### config.mk
export PLATFORM = sky130hd
export DESIGN_NAME = host_command_status_reg
export DESIGN_NICKNAME = d
export VERILOG_FILES = /design/src/include/hc_cmd_pkg.sv /design/src/include/hc_core_if.sv /design/src/logic/host_command_status_reg.sv /design/src/logic/overrun_counter.sv /design/src/logic/soft_reset_seq.sv
export SDC_FILE = /design/constraint.sdc
export NUM_CORES = 1
export LEC_CHECK = 0
export ABC_AREA = 1
export BUFFER_PORTS_ARGS = -buffer_cell sky130_fd_sc_hd__buf_2
export CAP_MARGIN = 20
export CORE_MARGIN = 2
export CORE_UTILIZATION = 42
export CTS_BUF_LIST = sky130_fd_sc_hd__clkbuf_16
export CTS_CLUSTER_DIAMETER = 30
export DETAILED_ROUTE_END_ITERATION = 8
export PLACE_DENSITY = 0.8
export SETUP_SLACK_MARGIN = 0.1
export SKIP_LAST_GASP = 1
export SYNTH_ARGS = -nofsm -noshare
export SYNTH_HDL_FRONTEND = slang
export SYNTH_HIERARCHICAL = 1
export SYNTH_SLANG_ARGS = --single-unit
### constraint.sdc
create_clock -name clk -period 2 [get_ports clk]
set_input_delay 0.2 -clock clk [delete_from_list [all_inputs] [get_ports clk]]
set_output_delay 0.2 -clock clk [all_outputs]
set_load 0.01 [all_outputs]
### src/include/hc_cmd_pkg.sv
// package: access codes, field layout, reset values and timing of the
// host command and status register bank.
// assumes a single 200 MHz clock and a synchronous active-high reset.
`default_nettype none
package hc_cmd_pkg;
   // access codes: read code, write code is read code plus 80h
   localparam logic [7:0] CODE_CTRL_RD = 8'h01;
   localparam logic [7:0] CODE_CTRL_WR = 8'h81;
   localparam logic [7:0] CODE_CS_RD = 8'h02;
   localparam logic [7:0] CODE_CS_WR = 8'h82;
   localparam logic [7:0] CODE_IS_RD = 8'h03;
   localparam logic [7:0] CODE_IS_WR = 8'h83;
   // field positions
   localparam int CS_HCR_BIT = 0;
   localparam int CS_SOC_LSB = 16;
   localparam int SOC_W = 2;
   localparam int IS_SO_BIT = 0;
   localparam int CTRL_FS_LSB = 6;
   localparam int FS_W = 2;
   // reset values
   localparam logic [1:0] SOC_RESET = 2'h0;
   localparam logic SO_RESET = 1'b0;
   localparam logic HCR_RESET = 1'b0;
   // functional state encoding
   typedef enum logic [1:0] {
      FS_USB_RESET = 2'h0,
      FS_RESUME = 2'h1,
      FS_OPERATIONAL = 2'h2,
      FS_SUSPENDED = 2'h3
   } fs_e;
   // timing
   localparam int CLK_PERIOD_NS = 5;
   localparam int SW_RESET_MAX_MS = 10;
   localparam int SW_RESET_MAX_CYC =
      SW_RESET_MAX_MS * 1000000 / CLK_PERIOD_NS;
   localparam int SW_RESET_HOLD_CYC = 16;
   localparam int HOLD_W = 5;
endpackage
`default_nettype wire

### src/include/hc_core_if.sv
// interface: links the register front end to the overrun counter and
// the soft reset sequencer.
// assumes all three sit on the same clock.
`default_nettype none
interface hc_core_if;
   logic reset_start;
   logic reset_busy;
   logic reset_done;
   logic ops_reset;
   logic so_clear;
   logic overrun;
   logic [1:0] soc;
   logic so_flag;
   modport front (output reset_start, output so_clear,
                  input reset_busy, input reset_done, input ops_reset,
                  input overrun, input soc, input so_flag);
   modport seq (input reset_start, output reset_busy,
                output reset_done, output ops_reset);
   modport ovr (input so_clear, input ops_reset, input reset_busy,
                output overrun, output soc, output so_flag);
endinterface
`default_nettype wire

### src/logic/host_command_status_reg.sv
// host command and status register bank with control functional state
// and the schedule overrun flag of the interrupt status register.
// assumes access requests arrive as one-cycle strobes with a code byte.
`default_nettype none
// How it works
// a write to the command status register sets each writable bit written as one and leaves bits written as zero alone.
// a read returns all implemented bits as they stand and changes none of them.
// code 02h reads and code 82h writes the command status register.
// an overrun is seen when the periodic list is unfinished at end of frame and no soft reset is busy.
// each overrun steps the count in bits 17 to 16 and sets the overrun flag.
// the count starts at 00, wraps from 11 to 00 and cannot be written.
// the count still steps while the overrun flag is already set.
// writing one to bit 0 starts a soft reset of the controller.
// a soft reset forces the suspended state and resets the operational registers.
// bit 0 clears itself when the soft reset ends, well inside 10 ms.
// a soft reset neither resets the root hub nor drives port reset.
// the functional state encodes reset 00, resume 01, operational 10, suspended 11.
// writing one to the overrun flag clears it; writing cannot set it.
// reserved bits read as zero and ignore writes.
module host_command_status_reg
#(
   parameter int reset_max_cycles = hc_cmd_pkg::SW_RESET_MAX_CYC
)
(
   // clock and reset
   input wire logic clk,
   input wire logic rst,
   // register access
   input wire logic acc_valid,
   input wire logic [7:0] acc_code,
   input wire logic [31:0] acc_wdata,
   output logic [31:0] rd_data,
   output logic rd_valid,
   // frame timing
   input wire logic frame_end,
   input wire logic periodic_done,
   // controller state
   output logic [1:0] functional_state,
   output logic ops_reset,
   output logic soft_reset_busy,
   output logic sched_overrun
);
   import hc_cmd_pkg::*;

   hc_core_if core ();

   logic [1:0] fs;
   logic [1:0] next_fs;
   logic [31:0] next_rd_data;
   logic next_rd_valid;
   logic ops_reset_q;
   logic busy_q;
   logic so_q;
   logic wr_cs;
   logic wr_ctrl;
   logic wr_is;
   logic [31:0] cs_word;
   logic [31:0] is_word;
   logic [31:0] ctrl_word;

   // decode of write codes
   assign wr_cs = acc_valid && (acc_code == CODE_CS_WR);
   assign wr_ctrl = acc_valid && (acc_code == CODE_CTRL_WR);
   assign wr_is = acc_valid && (acc_code == CODE_IS_WR);

   // write-to-set: only bit 0 is implemented, zero writes do nothing
   // a fresh write in the done cycle wins over the self clear
   assign core.reset_start = wr_cs && acc_wdata[CS_HCR_BIT]
      && (!core.reset_busy || core.reset_done);
   // only a one clears the flag
   assign core.so_clear = wr_is && acc_wdata[IS_SO_BIT];

   // read images, reserved bits held at zero
   always_comb
   begin
      cs_word = '0;
      cs_word[CS_SOC_LSB +: SOC_W] = core.soc;
      cs_word[CS_HCR_BIT] = core.reset_busy;
      is_word = '0;
      is_word[IS_SO_BIT] = core.so_flag;
      ctrl_word = '0;
      ctrl_word[CTRL_FS_LSB +: FS_W] = fs;
   end

   // read path
   always_comb
   begin
      next_rd_valid = acc_valid && !acc_code[7];
      next_rd_data = '0;
      if (acc_valid)
      begin
         case (acc_code)
            CODE_CS_RD: next_rd_data = cs_word;
            CODE_IS_RD: next_rd_data = is_word;
            CODE_CTRL_RD: next_rd_data = ctrl_word;
            default: next_rd_data = '0;
         endcase
      end
   end

   // functional state
   always_comb
   begin
      next_fs = fs;
      if (core.reset_start || core.reset_busy)
         next_fs = FS_SUSPENDED;
      else if (wr_ctrl)
         next_fs = acc_wdata[CTRL_FS_LSB +: FS_W];
   end

   always_ff @(posedge clk)
   begin
      if (rst)
      begin
         fs <= FS_USB_RESET;
         rd_data <= '0;
         rd_valid <= 1'b0;
         ops_reset_q <= 1'b0;
         busy_q <= 1'b0;
         so_q <= 1'b0;
      end
      else
      begin
         fs <= next_fs;
         rd_data <= next_rd_data;
         rd_valid <= next_rd_valid;
         ops_reset_q <= core.ops_reset;
         busy_q <= core.reset_busy;
         so_q <= core.so_flag;
      end
   end

   // the soft reset reaches no root hub or port reset output
   assign functional_state = fs;
   assign ops_reset = ops_reset_q;
   assign soft_reset_busy = busy_q;
   assign sched_overrun = so_q;

   overrun_counter u_ovr (
      .clk(clk),
      .rst(rst),
      .frame_end(frame_end),
      .periodic_done(periodic_done),
      .core(core.ovr)
   );

   soft_reset_seq u_seq (
      .clk(clk),
      .rst(rst),
      .core(core.seq)
   );

   // cycles spent in one soft reset
   int busy_cnt;
   always_ff @(posedge clk)
   begin
      if (rst || !core.reset_busy || core.reset_start)
         busy_cnt <= 0;
      else
         busy_cnt <= busy_cnt + 1;
   end

   property p_write_sets;
      @(posedge clk) disable iff (rst)
      (wr_cs && acc_wdata[CS_HCR_BIT]) |=> core.reset_busy;
   endproperty
   a_write_sets: assert property (p_write_sets)
      else $error("write of one did not set reset bit");

   property p_zero_write_keeps;
      @(posedge clk) disable iff (rst)
      (wr_cs && !acc_wdata[CS_HCR_BIT] && !core.reset_busy)
         |=> !core.reset_busy;
   endproperty
   a_zero_write_keeps: assert property (p_zero_write_keeps)
      else $error("write of zero changed reset bit");

   property p_read_image;
      @(posedge clk) disable iff (rst)
      (acc_valid && acc_code == CODE_CS_RD) |=> rd_valid
         && rd_data[CS_SOC_LSB +: SOC_W] == $past(core.soc)
         && rd_data[CS_HCR_BIT] == $past(core.reset_busy);
   endproperty
   a_read_image: assert property (p_read_image)
      else $error("command status read returned wrong value");

   property p_reserved_zero;
      @(posedge clk) disable iff (rst)
      (acc_valid && acc_code == CODE_CS_RD) |=>
         rd_data[31:18] == 14'h0 && rd_data[15:1] == 15'h0;
   endproperty
   a_reserved_zero: assert property (p_reserved_zero)
      else $error("reserved bits read nonzero");

   property p_soc_readonly;
      @(posedge clk) disable iff (rst)
      (wr_cs && !core.overrun && !core.ops_reset && !core.reset_busy
         && !(frame_end && !periodic_done)) |=> $stable(core.soc);
   endproperty
   a_soc_readonly: assert property (p_soc_readonly)
      else $error("overrun count changed by a write");

   property p_overrun_flag;
      @(posedge clk) disable iff (rst)
      (frame_end && !periodic_done && !core.reset_busy)
         |=> core.so_flag ##1 sched_overrun;
   endproperty
   a_overrun_flag: assert property (p_overrun_flag)
      else $error("overrun not flagged");

   property p_enter_suspend;
      @(posedge clk) disable iff (rst)
      core.reset_start |=> fs == FS_SUSPENDED
         ##1 (fs == FS_SUSPENDED) [*8];
   endproperty
   a_enter_suspend: assert property (p_enter_suspend)
      else $error("soft reset did not force suspended state");

   property p_reset_bounded;
      @(posedge clk) disable iff (rst)
      busy_cnt <= reset_max_cycles;
   endproperty
   a_reset_bounded: assert property (p_reset_bounded)
      else $error("soft reset exceeded its time limit");

   property p_self_clear;
      @(posedge clk) disable iff (rst)
      core.reset_start |-> ##[1:20] core.reset_done;
   endproperty
   a_self_clear: assert property (p_self_clear)
      else $error("reset bit did not clear itself");

   property p_flag_clear;
      @(posedge clk) disable iff (rst)
      (core.so_clear && !core.overrun && !(frame_end && !periodic_done))
         |=> !core.so_flag;
   endproperty
   a_flag_clear: assert property (p_flag_clear)
      else $error("overrun flag not cleared by write of one");

   property p_no_sw_set;
      @(posedge clk) disable iff (rst)
      (!core.so_flag && !(frame_end && !periodic_done)) |=> !core.so_flag;
   endproperty
   a_no_sw_set: assert property (p_no_sw_set)
      else $error("overrun flag set without an overrun");

   property p_restart_in_done;
      @(posedge clk) disable iff (rst)
      (wr_cs && acc_wdata[CS_HCR_BIT] && core.reset_done) |=> core.ops_reset;
   endproperty
   a_restart_in_done: assert property (p_restart_in_done)
      else $error("write of one in the done cycle was lost");

   property p_done_clears;
      @(posedge clk) disable iff (rst)
      (core.reset_done && !core.reset_start) |=> !core.reset_busy;
   endproperty
   a_done_clears: assert property (p_done_clears)
      else $error("reset bit stayed set after the done cycle");

   property p_done_length;
      @(posedge clk) disable iff (rst)
      core.reset_done |-> busy_cnt == SW_RESET_HOLD_CYC;
   endproperty
   a_done_length: assert property (p_done_length)
      else $error("soft reset done after the wrong number of cycles");

   property p_suspend_while_busy;
      @(posedge clk) disable iff (rst)
      core.reset_busy |-> fs == FS_SUSPENDED;
   endproperty
   a_suspend_while_busy: assert property (p_suspend_while_busy)
      else $error("state left suspended during soft reset");

   property p_ctrl_write;
      @(posedge clk) disable iff (rst)
      (wr_ctrl && !core.reset_busy && !core.reset_start)
         |=> fs == $past(acc_wdata[CTRL_FS_LSB +: FS_W]);
   endproperty
   a_ctrl_write: assert property (p_ctrl_write)
      else $error("functional state write not taken");

   property p_ops_clears;
      @(posedge clk) disable iff (rst)
      core.ops_reset |=> core.soc == SOC_RESET && !core.so_flag;
   endproperty
   a_ops_clears: assert property (p_ops_clears)
      else $error("operational reset left count or flag set");

   property p_write_no_answer;
      @(posedge clk) disable iff (rst)
      (acc_valid && acc_code[7]) |=> !rd_valid && rd_data == 32'h0000_0000;
   endproperty
   a_write_no_answer: assert property (p_write_no_answer)
      else $error("write code produced a read answer");

   property p_overrun_seen;
      @(posedge clk) disable iff (rst)
      core.overrun |=> sched_overrun;
   endproperty
   a_overrun_seen: assert property (p_overrun_seen)
      else $error("overrun not shown on the overrun output");
endmodule // host_command_status_reg
`default_nettype wire

### src/logic/overrun_counter.sv
// overrun detection, overrun frame count and the schedule overrun flag.
// assumes frame_end is a one-cycle pulse at each end of frame.
`default_nettype none
module overrun_counter
(
   // clock and reset
   input wire logic clk,
   input wire logic rst,
   // frame timing
   input wire logic frame_end,
   input wire logic periodic_done,
   // core link
   hc_core_if.ovr core
);
   import hc_cmd_pkg::*;

   logic [1:0] soc;
   logic so_flag;
   logic overrun;
   logic [1:0] next_soc;
   logic next_so_flag;
   logic next_overrun;

   always_comb
   begin
      // periodic list unfinished when the frame ends
      next_overrun = frame_end && !periodic_done && !core.reset_busy;
      next_soc = soc;
      next_so_flag = so_flag;
      if (core.ops_reset)
      begin
         next_soc = SOC_RESET;
         next_so_flag = SO_RESET;
      end
      else
      begin
         if (core.so_clear)
            next_so_flag = 1'b0;
         if (next_overrun)
         begin
            next_soc = soc + 2'h1;
            next_so_flag = 1'b1;
         end
      end
   end

   always_ff @(posedge clk)
   begin
      if (rst)
      begin
         soc <= SOC_RESET;
         so_flag <= SO_RESET;
         overrun <= 1'b0;
      end
      else
      begin
         soc <= next_soc;
         so_flag <= next_so_flag;
         overrun <= next_overrun;
      end
   end

   assign core.soc = soc;
   assign core.so_flag = so_flag;
   assign core.overrun = overrun;

   property p_soc_wraps;
      @(posedge clk) disable iff (rst)
      (next_overrun && !core.ops_reset) |=> soc == $past(soc) + 2'h1;
   endproperty
   a_soc_wraps: assert property (p_soc_wraps)
      else $error("overrun count did not step by one");

   property p_so_set_wins;
      @(posedge clk) disable iff (rst)
      (next_overrun && core.so_clear && !core.ops_reset) |=> so_flag;
   endproperty
   a_so_set_wins: assert property (p_so_set_wins)
      else $error("overrun flag lost against its clear");
endmodule // overrun_counter
`default_nettype wire

### src/logic/soft_reset_seq.sv
// soft reset sequencer: holds the operational reset for a fixed time,
// then reports completion.
// assumes reset_start is a one-cycle pulse taken only while idle or done.
`default_nettype none
module soft_reset_seq
(
   // clock and reset
   input wire logic clk,
   input wire logic rst,
   // core link
   hc_core_if.seq core
);
   import hc_cmd_pkg::*;

   typedef enum logic [1:0] {
      ST_IDLE = 2'h0,
      ST_HOLD = 2'h1,
      ST_DONE = 2'h3
   } seq_e;

   seq_e state;
   seq_e next_state;
   logic [HOLD_W-1:0] cnt;
   logic [HOLD_W-1:0] next_cnt;

   always_comb
   begin
      next_state = state;
      next_cnt = cnt;
      case (state)
         ST_IDLE:
         begin
            next_cnt = '0;
            if (core.reset_start)
               next_state = ST_HOLD;
         end
         ST_HOLD:
         begin
            next_cnt = cnt + HOLD_W'(1);
            if (cnt == HOLD_W'(SW_RESET_HOLD_CYC - 1))
               next_state = ST_DONE;
         end
         ST_DONE:
         begin
            next_cnt = '0;
            if (core.reset_start)
               next_state = ST_HOLD;
            else
               next_state = ST_IDLE;
         end
         default:
            next_state = ST_IDLE;
      endcase
   end

   always_ff @(posedge clk)
   begin
      if (rst)
      begin
         state <= ST_IDLE;
         cnt <= '0;
      end
      else
      begin
         state <= next_state;
         cnt <= next_cnt;
      end
   end

   // busy doubles as the soft reset bit; it drops after the done cycle
   assign core.reset_busy = (state != ST_IDLE);
   assign core.ops_reset = (state == ST_HOLD);
   assign core.reset_done = (state == ST_DONE);

   property p_hold_length;
      @(posedge clk) disable iff (rst)
      $rose(core.ops_reset) |-> core.ops_reset [*8] ##0 1;
   endproperty
   a_hold_length: assert property (p_hold_length)
      else $error("operational reset released too early");
endmodule // soft_reset_seq
`default_nettype wire

==> impl_metrics.yaml, run 1 <==
route:
  wl_um: 1956
  first_iter_violations: 15
  vias: 1031
  drtPass1Iterations: 4
  wl_per_cell_um: 8.049
  viasPerCell: 4.243
  ant_nets: 0
  drc: 0
power:
  max-vdd-ir-drop_mv: 0.4253
  power_leakage_nw: 0.6963
  power.density_nw_per_um2: 1007
clock_network:
  cts_resized: 0
  clock_sinks: 21
  cts_buffers: 3
  cts_setup_buffers: 0
  ctsRootBufferMaster: "clkbuf_16"
  clkTransAtPathRegs_ns: 0.06
  cts_buffer_depth: 2
  worst_skew_pair.late_latency_ns: 0.25
  htreeDepth: 1
  cts_tree: "done"
  cts_hold_buf: 0
grt:
  grt_pass1_vias: 800
  grtUsageTotal_pct: 11.68
  grt_pass1_wl_um: 3036
  grt-ovfl-total: 0
  grt_max_degree: 14
  antenna_found_initial: 0
sta:
  finalCritPeriodShare_pct: 75.75
  setup_tns_ns: 0
  fin_skew_ns: 0.002098
  rsz0062_at_grt: "no"
  hold_viol: 0
  max_freq_mhz: 660.1
  setup_viol: 0
  drv_slew: 0
  post-route-min-period_ns: 1.515
critical_path:
  path_class: "reg2reg"
  r2r_cells: 11
  critPathLaunchType: "flip-flop"
  crit_path_end_kind: "flip-flop"
  critPathMaxFanout: 4
  cp.arrival_ns: 1.67
  critPathRequiredTime_ns: 2.15
synthesis:
  synth_area_um2: 1297
  syn_avg_cell_area_um2: 7.168
  yosys_warnings: 6
  synth_cells: 181
floorplan:
  initial_core_util_pct: 43.21
  io_pins: 83
  dieArea_um2: 3550
  rows: 20
  dieHeight_um: 59.58
  core_um2: 3003
  die_width_um: 59.58
run:
  cap_violations: 0
placement:
  placed_cell_area_um2: 1364
  hpwlAfterDp_um: 1535
  routabilityCongestion: 0.7978
  numPortBuffers: 26
cells_and_area:
  fin_area_um2: 1444
  area_delta_synth_final_pct: 11.28
  insertedDiodeCount: 0
  fillers: 308
  nets: 262
  drive_above_1_share_pct: 22.86
min_path:
  min_delay_path_depth: 3
  hold_class: "in2reg"
outcome:
  status: "complete, no violations"
==> worst paths after layout <==
path / from / to / slack, ns
max: u_seq/state[1]$_SDFFE_PP0P_ / u_seq/state[0]$_SDFFE_PP0P_ / 0.48
min: acc_valid / rd_valid$_SDFF_PP0_ / 0.23
max reg2reg: u_seq/state[1]$_SDFFE_PP0P_ / u_seq/state[0]$_SDFFE_PP0P_ / 0.48
min reg2reg: functional_state[0]$_SDFFE_PP0P_ / rd_data[6]$_SDFF_PP0_ / 0.45
==> layout by cell type, fill, tap and decap left out <==
master,instances
nand3_2,2
o22ai_1,1
conb_1,27
o21bai_1,1
buf_2,26
o21ai_0,1
clkinv_2,1
nor2_2,3
nor3_1,1
nor2_4,4
inv_1,28
clkbuf_16,3
nor2_1,18
a21oi_1,11
or2_4,1
nand3b_1,1
ha_1,6
nand2_2,1
dfxtp_1,21
nor3b_1,2
nand2_1,36
a21oi_4,1
nor3b_2,1
nand3_1,8
inv_2,5
==> routing by layer <==
layer | track usage, % | part of all wire, % | vias up | wire [um]
met2 | 18.37 | 44 | 43 | 860
met5 | 0 | 0 | - | 0
met4 | 9.524 | 3.7 | 0 | 72
met1 | 13.01 | 44 | 428 | 861
li1 | - | - | 553 | -
met3 | 3.275 | 8.3 | 7 | 162
==> per-stage QoR <==
stage / hold WS [ns] / power [mW] / utilization [%] / instances / setup slack [ns]
3_5_place_dp: 0.4388 / 1.044 / 45.42 / 239 / 0.4824
2_1_floorplan: 0.2691 / 0.9646 / - / 207 / 0.6362
3_3_place_gp: 0.4395 / 1.036 / 45.42 / 239 / 0.5147
6_report: 0.2273 / 1.454 / 48.08 / 243 / 0.4850
4_1_cts: 0.2212 / 1.469 / 48.08 / 243 / 0.4709
5_1_grt: 0.2258 / 1.577 / 48.08 / 243 / 0.3172
==> sequential cells by signal (all words and copies together), names as in the netlist <==
name and count:
u_ovr/core.so_flag 1, sched_overrun 1, u_seq/cnt 5, u_seq/state 2, rd_data 5, u_ovr/core.soc 2
soft_reset_busy 1, ops_reset 1, rd_valid 1, functional_state 2
==> power breakdown <==
group          internal, mW  total, mW  leakage (nW)  switching (mW)
registers             0.486      0.533         0.171          0.0464
clock network         0.268      0.421        0.0409           0.153
logic                 0.182      0.500         0.484           0.318
total                 0.937       1.45         0.696           0.518
==> area by class of cell <==
class	count	area, um2	area share [%]
Clock buffer	3	75.07	5.199
Clock inverter	1	5.005	0.3466
Inverter	33	123.9	8.579
Multi-Input combinational cell	126	648.1	44.89
Sequential cell	21	420.4	29.12
Tap cell	33	41.29	2.860
Timing Repair Buffer	26	130.1	9.012
==> critical path, stage by stage, from the launching register on <==
cell and delay (ns):
dfxtp_1 0.34, inv_1 0.10, ha_1 0.17, inv_1 0.09
nand2_1 0.08, nand3_1 0.08, nor2_2 0.15, inv_1 0.05
nand2_1 0.09, nand2_1 0.08, o21bai_1 0.12, nor2_1 0.05
No activity file was read; power rests on OpenSTA's default activity.
==> run 2, diff against run 1 <==
- CORE_UTILIZATION: 42 -> 38
- PLACE_DENSITY: 0.8 -> 0.76
- clock period: 2 -> 1.24 ns (I/O delays scaled with it)
==> run 2 against run 1 <==
- the run now ends with negative setup slack left
- highest routed layer unchanged
- register-to-register slack lost 0.60 ns
- critical path depth is the same
- combinational power grew to 3.0 times the previous value
- sequential power grew 64%
- via count grew 7.0%
==> impl_metrics.yaml, run 2 (synthesized netlist as in run 1, its figures left out) <==
cells_and_area:
  seqCellArea_um2: 427.9
  layout.cells.most_common: "nand2_1"
  mostFrequentLayoutCells: "32 x nand2_1, 27 x conb_1, 26 x buf_2"
  final_util_pct: 51.55
  area_delta_synth_final_pct: 31.53
  reg.largest.list: "rd_data: 5 flops, u_seq/cnt: 5 flops"
  insertedDiodeCount: 0
  nets: 276
  drive_above_1_share_pct: 39.73
  fillers: 327
  multi_input_area_um2: 764.5
route:
  drtPass1Iterations: 4
  ant_nets: 0
  viasPerCell: 4.085
  drc: 0
  wl_um: 2635
  vias: 1103
  wl_per_cell_um: 9.759
  first_iter_violations: 56
critical_path:
  slowest_stage: "dfxtp_2"
  crit_path_end_kind: "flip-flop"
  critPathMaxStageDelay_ns: 0.33
  critPathLaunchType: "flip-flop"
  path_buf_inv: 3
  cp.arrival_ns: 1.50
  crit_family: "simple AND/OR/NAND/NOR gates"
  path_class: "reg2reg"
  worst-path-stages: 11
  path_cells: "inv_2 > ha_4 > inv_2 > nand2_2 > nand3_2 > nor2_2 > inv_1 > nand2_2 > nand2_2 > o21bai_1 > nor2_1"
  r2r_cells: 11
  cp_common_cell: "nand2_2"
  critPathRequiredTime_ns: 1.38
  critPathMaxFanout: 3
clock_network:
  clock_sinks: 21
  ctsRootBufferMaster: "clkbuf_16"
  cts_buffers: 3
  cts_tree: "done"
  clkTransAtPathRegs_ns: 0.06
  cts_hold_buf: 0
  htreeDepth: 1
  worst_skew_pair.late_latency_ns: 0.25
  cts_buffer_depth: 2
floorplan:
  dieHeight_um: 62.44
  dieArea_um2: 3898
  initial_core_util_pct: 39.19
  rows: 21
  io_pins: 83
  die_width_um: 62.44
  core_um2: 3311
placement:
  numPortBuffers: 26
  hpwlAfterDp_um: 1747
  routabilityCongestion: 0.8175
  post-place-ws_ns: -0.09886
outcome:
  status: "complete, but fails checks"
  violations: "negative setup slack"
power:
  max-vdd-ir-drop_mv: 0.7413
  power.density_nw_per_um2: 1797
  power_leakage_nw: 0.7755
  power_mw: 3.067
sta:
  post-route-min-period_ns: 1.359
  fin_skew_ns: 0.003158
  rsz0062_at_grt: "yes"
  setup_slack_ns: -0.1193
  setup_viol: 5
  hold_viol: 0
  finalCritPeriodShare_pct: 109.6
  drv_slew: 0
  max_freq_mhz: 735.7
grt:
  antenna_found_initial: 0
  grt_pass1_wl_um: 4215
  use_met3_pct: 4.324
  grt-ovfl-total: 0
  grtUsageMet1_pct: 14.16
  grt_pass1_vias: 986
  grtUsageTotal_pct: 13.54
  top_usage_layer: "met2"
  met2_usage_pct: 25.13
  grt_max_degree: 13
min_path:
  hold_class: "in2reg"
  min_delay_path_depth: 2
run:
  cap_violations: 0
[run 2: cell types whose count changed in the layout (fill, tap and decap cells not counted), sizes merged]
| cell | previous run | this run |
|---|---|---|
| buf | 26 | 40 |
[run 2: worst register-to-register path, cell delays in order (launching register included)]
cell      delay [ns]
dfxtp_2         0.33
inv_2           0.07
ha_4            0.14
inv_2           0.04
nand2_2         0.06
nand3_2         0.08
nor2_2          0.12
inv_1           0.06
nand2_2         0.10
nand2_2         0.06
o21bai_1        0.12
nor2_1          0.06
[run 2: per-layer routing]
metal	vias to the layer above	wire [um]
met5	-	0
met4	0	44
met3	6	158
met2	38	1390
met1	479	1042
li1	580	-
[run 2: path summary, 6_finish.rpt]
path	to	start	slack [ns]
worst min-delay path	rd_valid$_SDFF_PP0_	rst	0.10
worst max-delay path	u_seq/state[0]$_SDFFE_PP0P_	u_seq/state[0]$_SDFFE_PP0P_	-0.12
worst min register to register	rd_data[6]$_SDFF_PP0_	functional_state[0]$_SDFFE_PP0P_	0.46
worst max register to register	u_seq/state[0]$_SDFFE_PP0P_	u_seq/state[0]$_SDFFE_PP0P_	-0.12
[run 2: area by class of cell]
type                            count  share of cell area (%)
Clock buffer                        3                   4.399
Inverter                           33                   7.845
Tap cell                           46                   3.372
Timing Repair Buffer               40                   14.22
Multi-Input combinational cell    126                   44.79
Sequential cell                    21                   25.07
Clock inverter                      1                  0.2933
[run 2: report_power, final]
group          switching, mW  internal (mW)  leakage (nW)
logic                  0.822          0.691         0.562
registers             0.0805          0.795         0.173
clock network          0.246          0.433        0.0409
total                   1.15           1.92         0.776
[run 2: per-stage QoR]
stage	hold WS [ns]	cells	cell area [um2]	setup TNS, ns
4_1_cts	0.09584	267	1638	-0.1977
2_1_floorplan	0.1857	207	1424	-0.03698
3_5_place_dp	0.3657	260	1469	-0.2367
6_report	0.1042	270	1707	-0.2357
3_3_place_gp	0.3670	260	1469	-0.1782
5_1_grt	0.1036	270	1707	-0.8247
[run 2: repair_timing]
item | 4_1_cts | 5_1_grt
setup buffers | 4 | 5
setup endpoints to repair | 13 | 13
pin swaps | 19 | 18
gates resized for setup | 17 | 15
==> run 3, diff against run 2 <==
- CORE_MARGIN: 2 -> not set
- SETUP_SLACK_MARGIN: 0.1 -> 0.3
==> run 3 against run 2 <==
- the flow still finishes with violations (negative setup slack)
- hold slack improved by 0.0091 ns
- worst setup slack better by 0.024 ns
- core utilization up 6.2 points
- register-to-register slack better by 0.02 ns
- sequential power up 3.8%
- non-clock buffer count is 4 higher
- clock power fell by 0.7%
- wire length increased by 0.76%
- critical path depth is the same
- global-route usage increased by 0.39 points
==> impl_metrics.yaml, run 3 (synthesized netlist as in run 1, its figures left out) <==
sta:
  rsz0062_at_grt: "yes"
  max_freq_mhz: 748.9
  setup_slack_ns: -0.09523
  finalCritPeriodShare_pct: 107.7
  setup_tns_ns: -0.6246
  fin_hold_ws_ns: 0.1133
  drv_slew: 0
  setup_viol: 11
  post-route-min-period_ns: 1.335
  fin_skew_ns: 0.005638
  hold_viol: 0
floorplan:
  die_width_um: 60.44
  initial_core_util_pct: 41.15
  core_um2: 3153
  dieArea_um2: 3652
  dieHeight_um: 60.44
  io_pins: 83
  rows: 20
run:
  cap_violations: 0
cells_and_area:
  fillers: 289
  insertedDiodeCount: 0
  drive_above_1_share_pct: 45.61
  layout.cells.most_common: "nand2_1"
  nets: 280
  area_delta_synth_final_pct: 40.41
  reg.largest.list: "rd_data: 5 flops, u_seq/cnt: 5 flops"
  final_cell_count_no_fill: 272
  mostFrequentLayoutCells: "28 x nand2_1, 27 x conb_1, 26 x buf_2"
route:
  viasPerCell: 4.085
  vias: 1111
  wl_um: 2655
  first_iter_violations: 31
  wl_per_cell_um: 9.761
  drtPass1Iterations: 4
  drc: 0
  ant_nets: 0
grt:
  grtUsageTotal_pct: 13.94
  antenna_found_initial: 0
  grt_max_degree: 13
  grt_pass1_wl_um: 3795
  grt_pass1_vias: 961
  grt-ovfl-total: 0
power:
  max-vdd-ir-drop_mv: 0.8116
  power_leakage_nw: 0.8099
  power.density_nw_per_um2: 1790
clock_network:
  clkTransAtPathRegs_ns: 0.06
  ctsRootBufferMaster: "clkbuf_16"
  worst_skew_pair.late_latency_ns: 0.25
  cts_buffers: 3
  cts_hold_buf: 0
  clock_sinks: 21
  cts_tree: "done"
  cts_buffer_depth: 2
  htreeDepth: 1
placement:
  dp_cells: 259
  routabilityCongestion: 0.7996
  numPortBuffers: 26
  hpwlAfterDp_um: 1727
outcome:
  status: "complete, but fails checks"
  violations: "negative setup slack"
critical_path:
  cp.arrival_ns: 1.48
  path_class: "reg2reg"
  crit_path_end_kind: "flip-flop"
  critPathMaxFanout: 3
  critPathRequiredTime_ns: 1.38
  critPathLaunchType: "flip-flop"
min_path:
  hold_class: "in2reg"
[run 3: what timing repair did]
action | CTS | global route
gates resized for setup | 21 | 33
setup buffers | 6 | 3
pin swaps | 15 | 19
setup endpoints to repair | 14 | 15
[run 3: worst paths after layout]
check / cells after the start / end / slack [ns] / from
worst max-delay path: 11 / u_seq/state[0]$_SDFFE_PP0P_ / -0.1 / u_seq/state[1]$_SDFFE_PP0P_
worst min-delay path: 2 / u_seq/cnt[1]$_SDFFE_PP0P_ / 0.11 / rst
worst max register to register: 11 / u_seq/state[0]$_SDFFE_PP0P_ / -0.1 / u_seq/state[1]$_SDFFE_PP0P_
worst min register to register: 2 / rd_data[6]$_SDFF_PP0_ / 0.46 / functional_state[0]$_SDFFE_PP0P_
[run 3: stage by stage]
step	power (mW)	cell area, um2	worst slack, ns	util, %
after floorplan	1.636	1428	-0.03644	-
after global placement	1.904	1478	-0.1086	46.87
after detailed placement	1.938	1478	-0.1221	46.87
after CTS	2.948	1680	-0.1050	53.29
after global routing	3.481	1822	-0.1956	57.78
final	3.262	1822	-0.09523	57.78
[run 3: area by class of cell]
type	instances	area, um2	share of cell area, %
clock buffers	3	75.07	4.121
repair buffers	44	284.0	15.59
clock inverters	1	5.005	0.2747
flip-flops and latches	21	432.9	23.76
inverters	33	141.4	7.761
multi-input cells	126	828.3	45.47
well taps	44	55.05	3.022
[run 3: critical path, cell delays in order, from the launching register on]
cell      delay, ns
dfxtp_4        0.38
inv_4          0.04
ha_4           0.15
inv_2          0.05
nand2_2        0.04
nand3_2        0.08
nor2_4         0.04
buf_4          0.15
nand2_2        0.05
nand2_1        0.04
o21bai_1       0.13
nor2_1         0.06
[run 3: power breakdown]
| part | switching, mW | leakage, nW | internal, mW |
|---|---|---|---|
| logic | 0.877 | 0.596 | 0.801 |
| registers | 0.104 | 0.173 | 0.805 |
| clock network | 0.241 | 0.0409 | 0.433 |
[run 3: metal layers]
metal,part of all wire [%],global-route usage (%),vias to the layer above
li1,-,-,587
met1,39,14.95,473
met2,53,26.84,43
met3,5.4,3.838,8
met4,2.2,3.247,0
met5,0,0,-
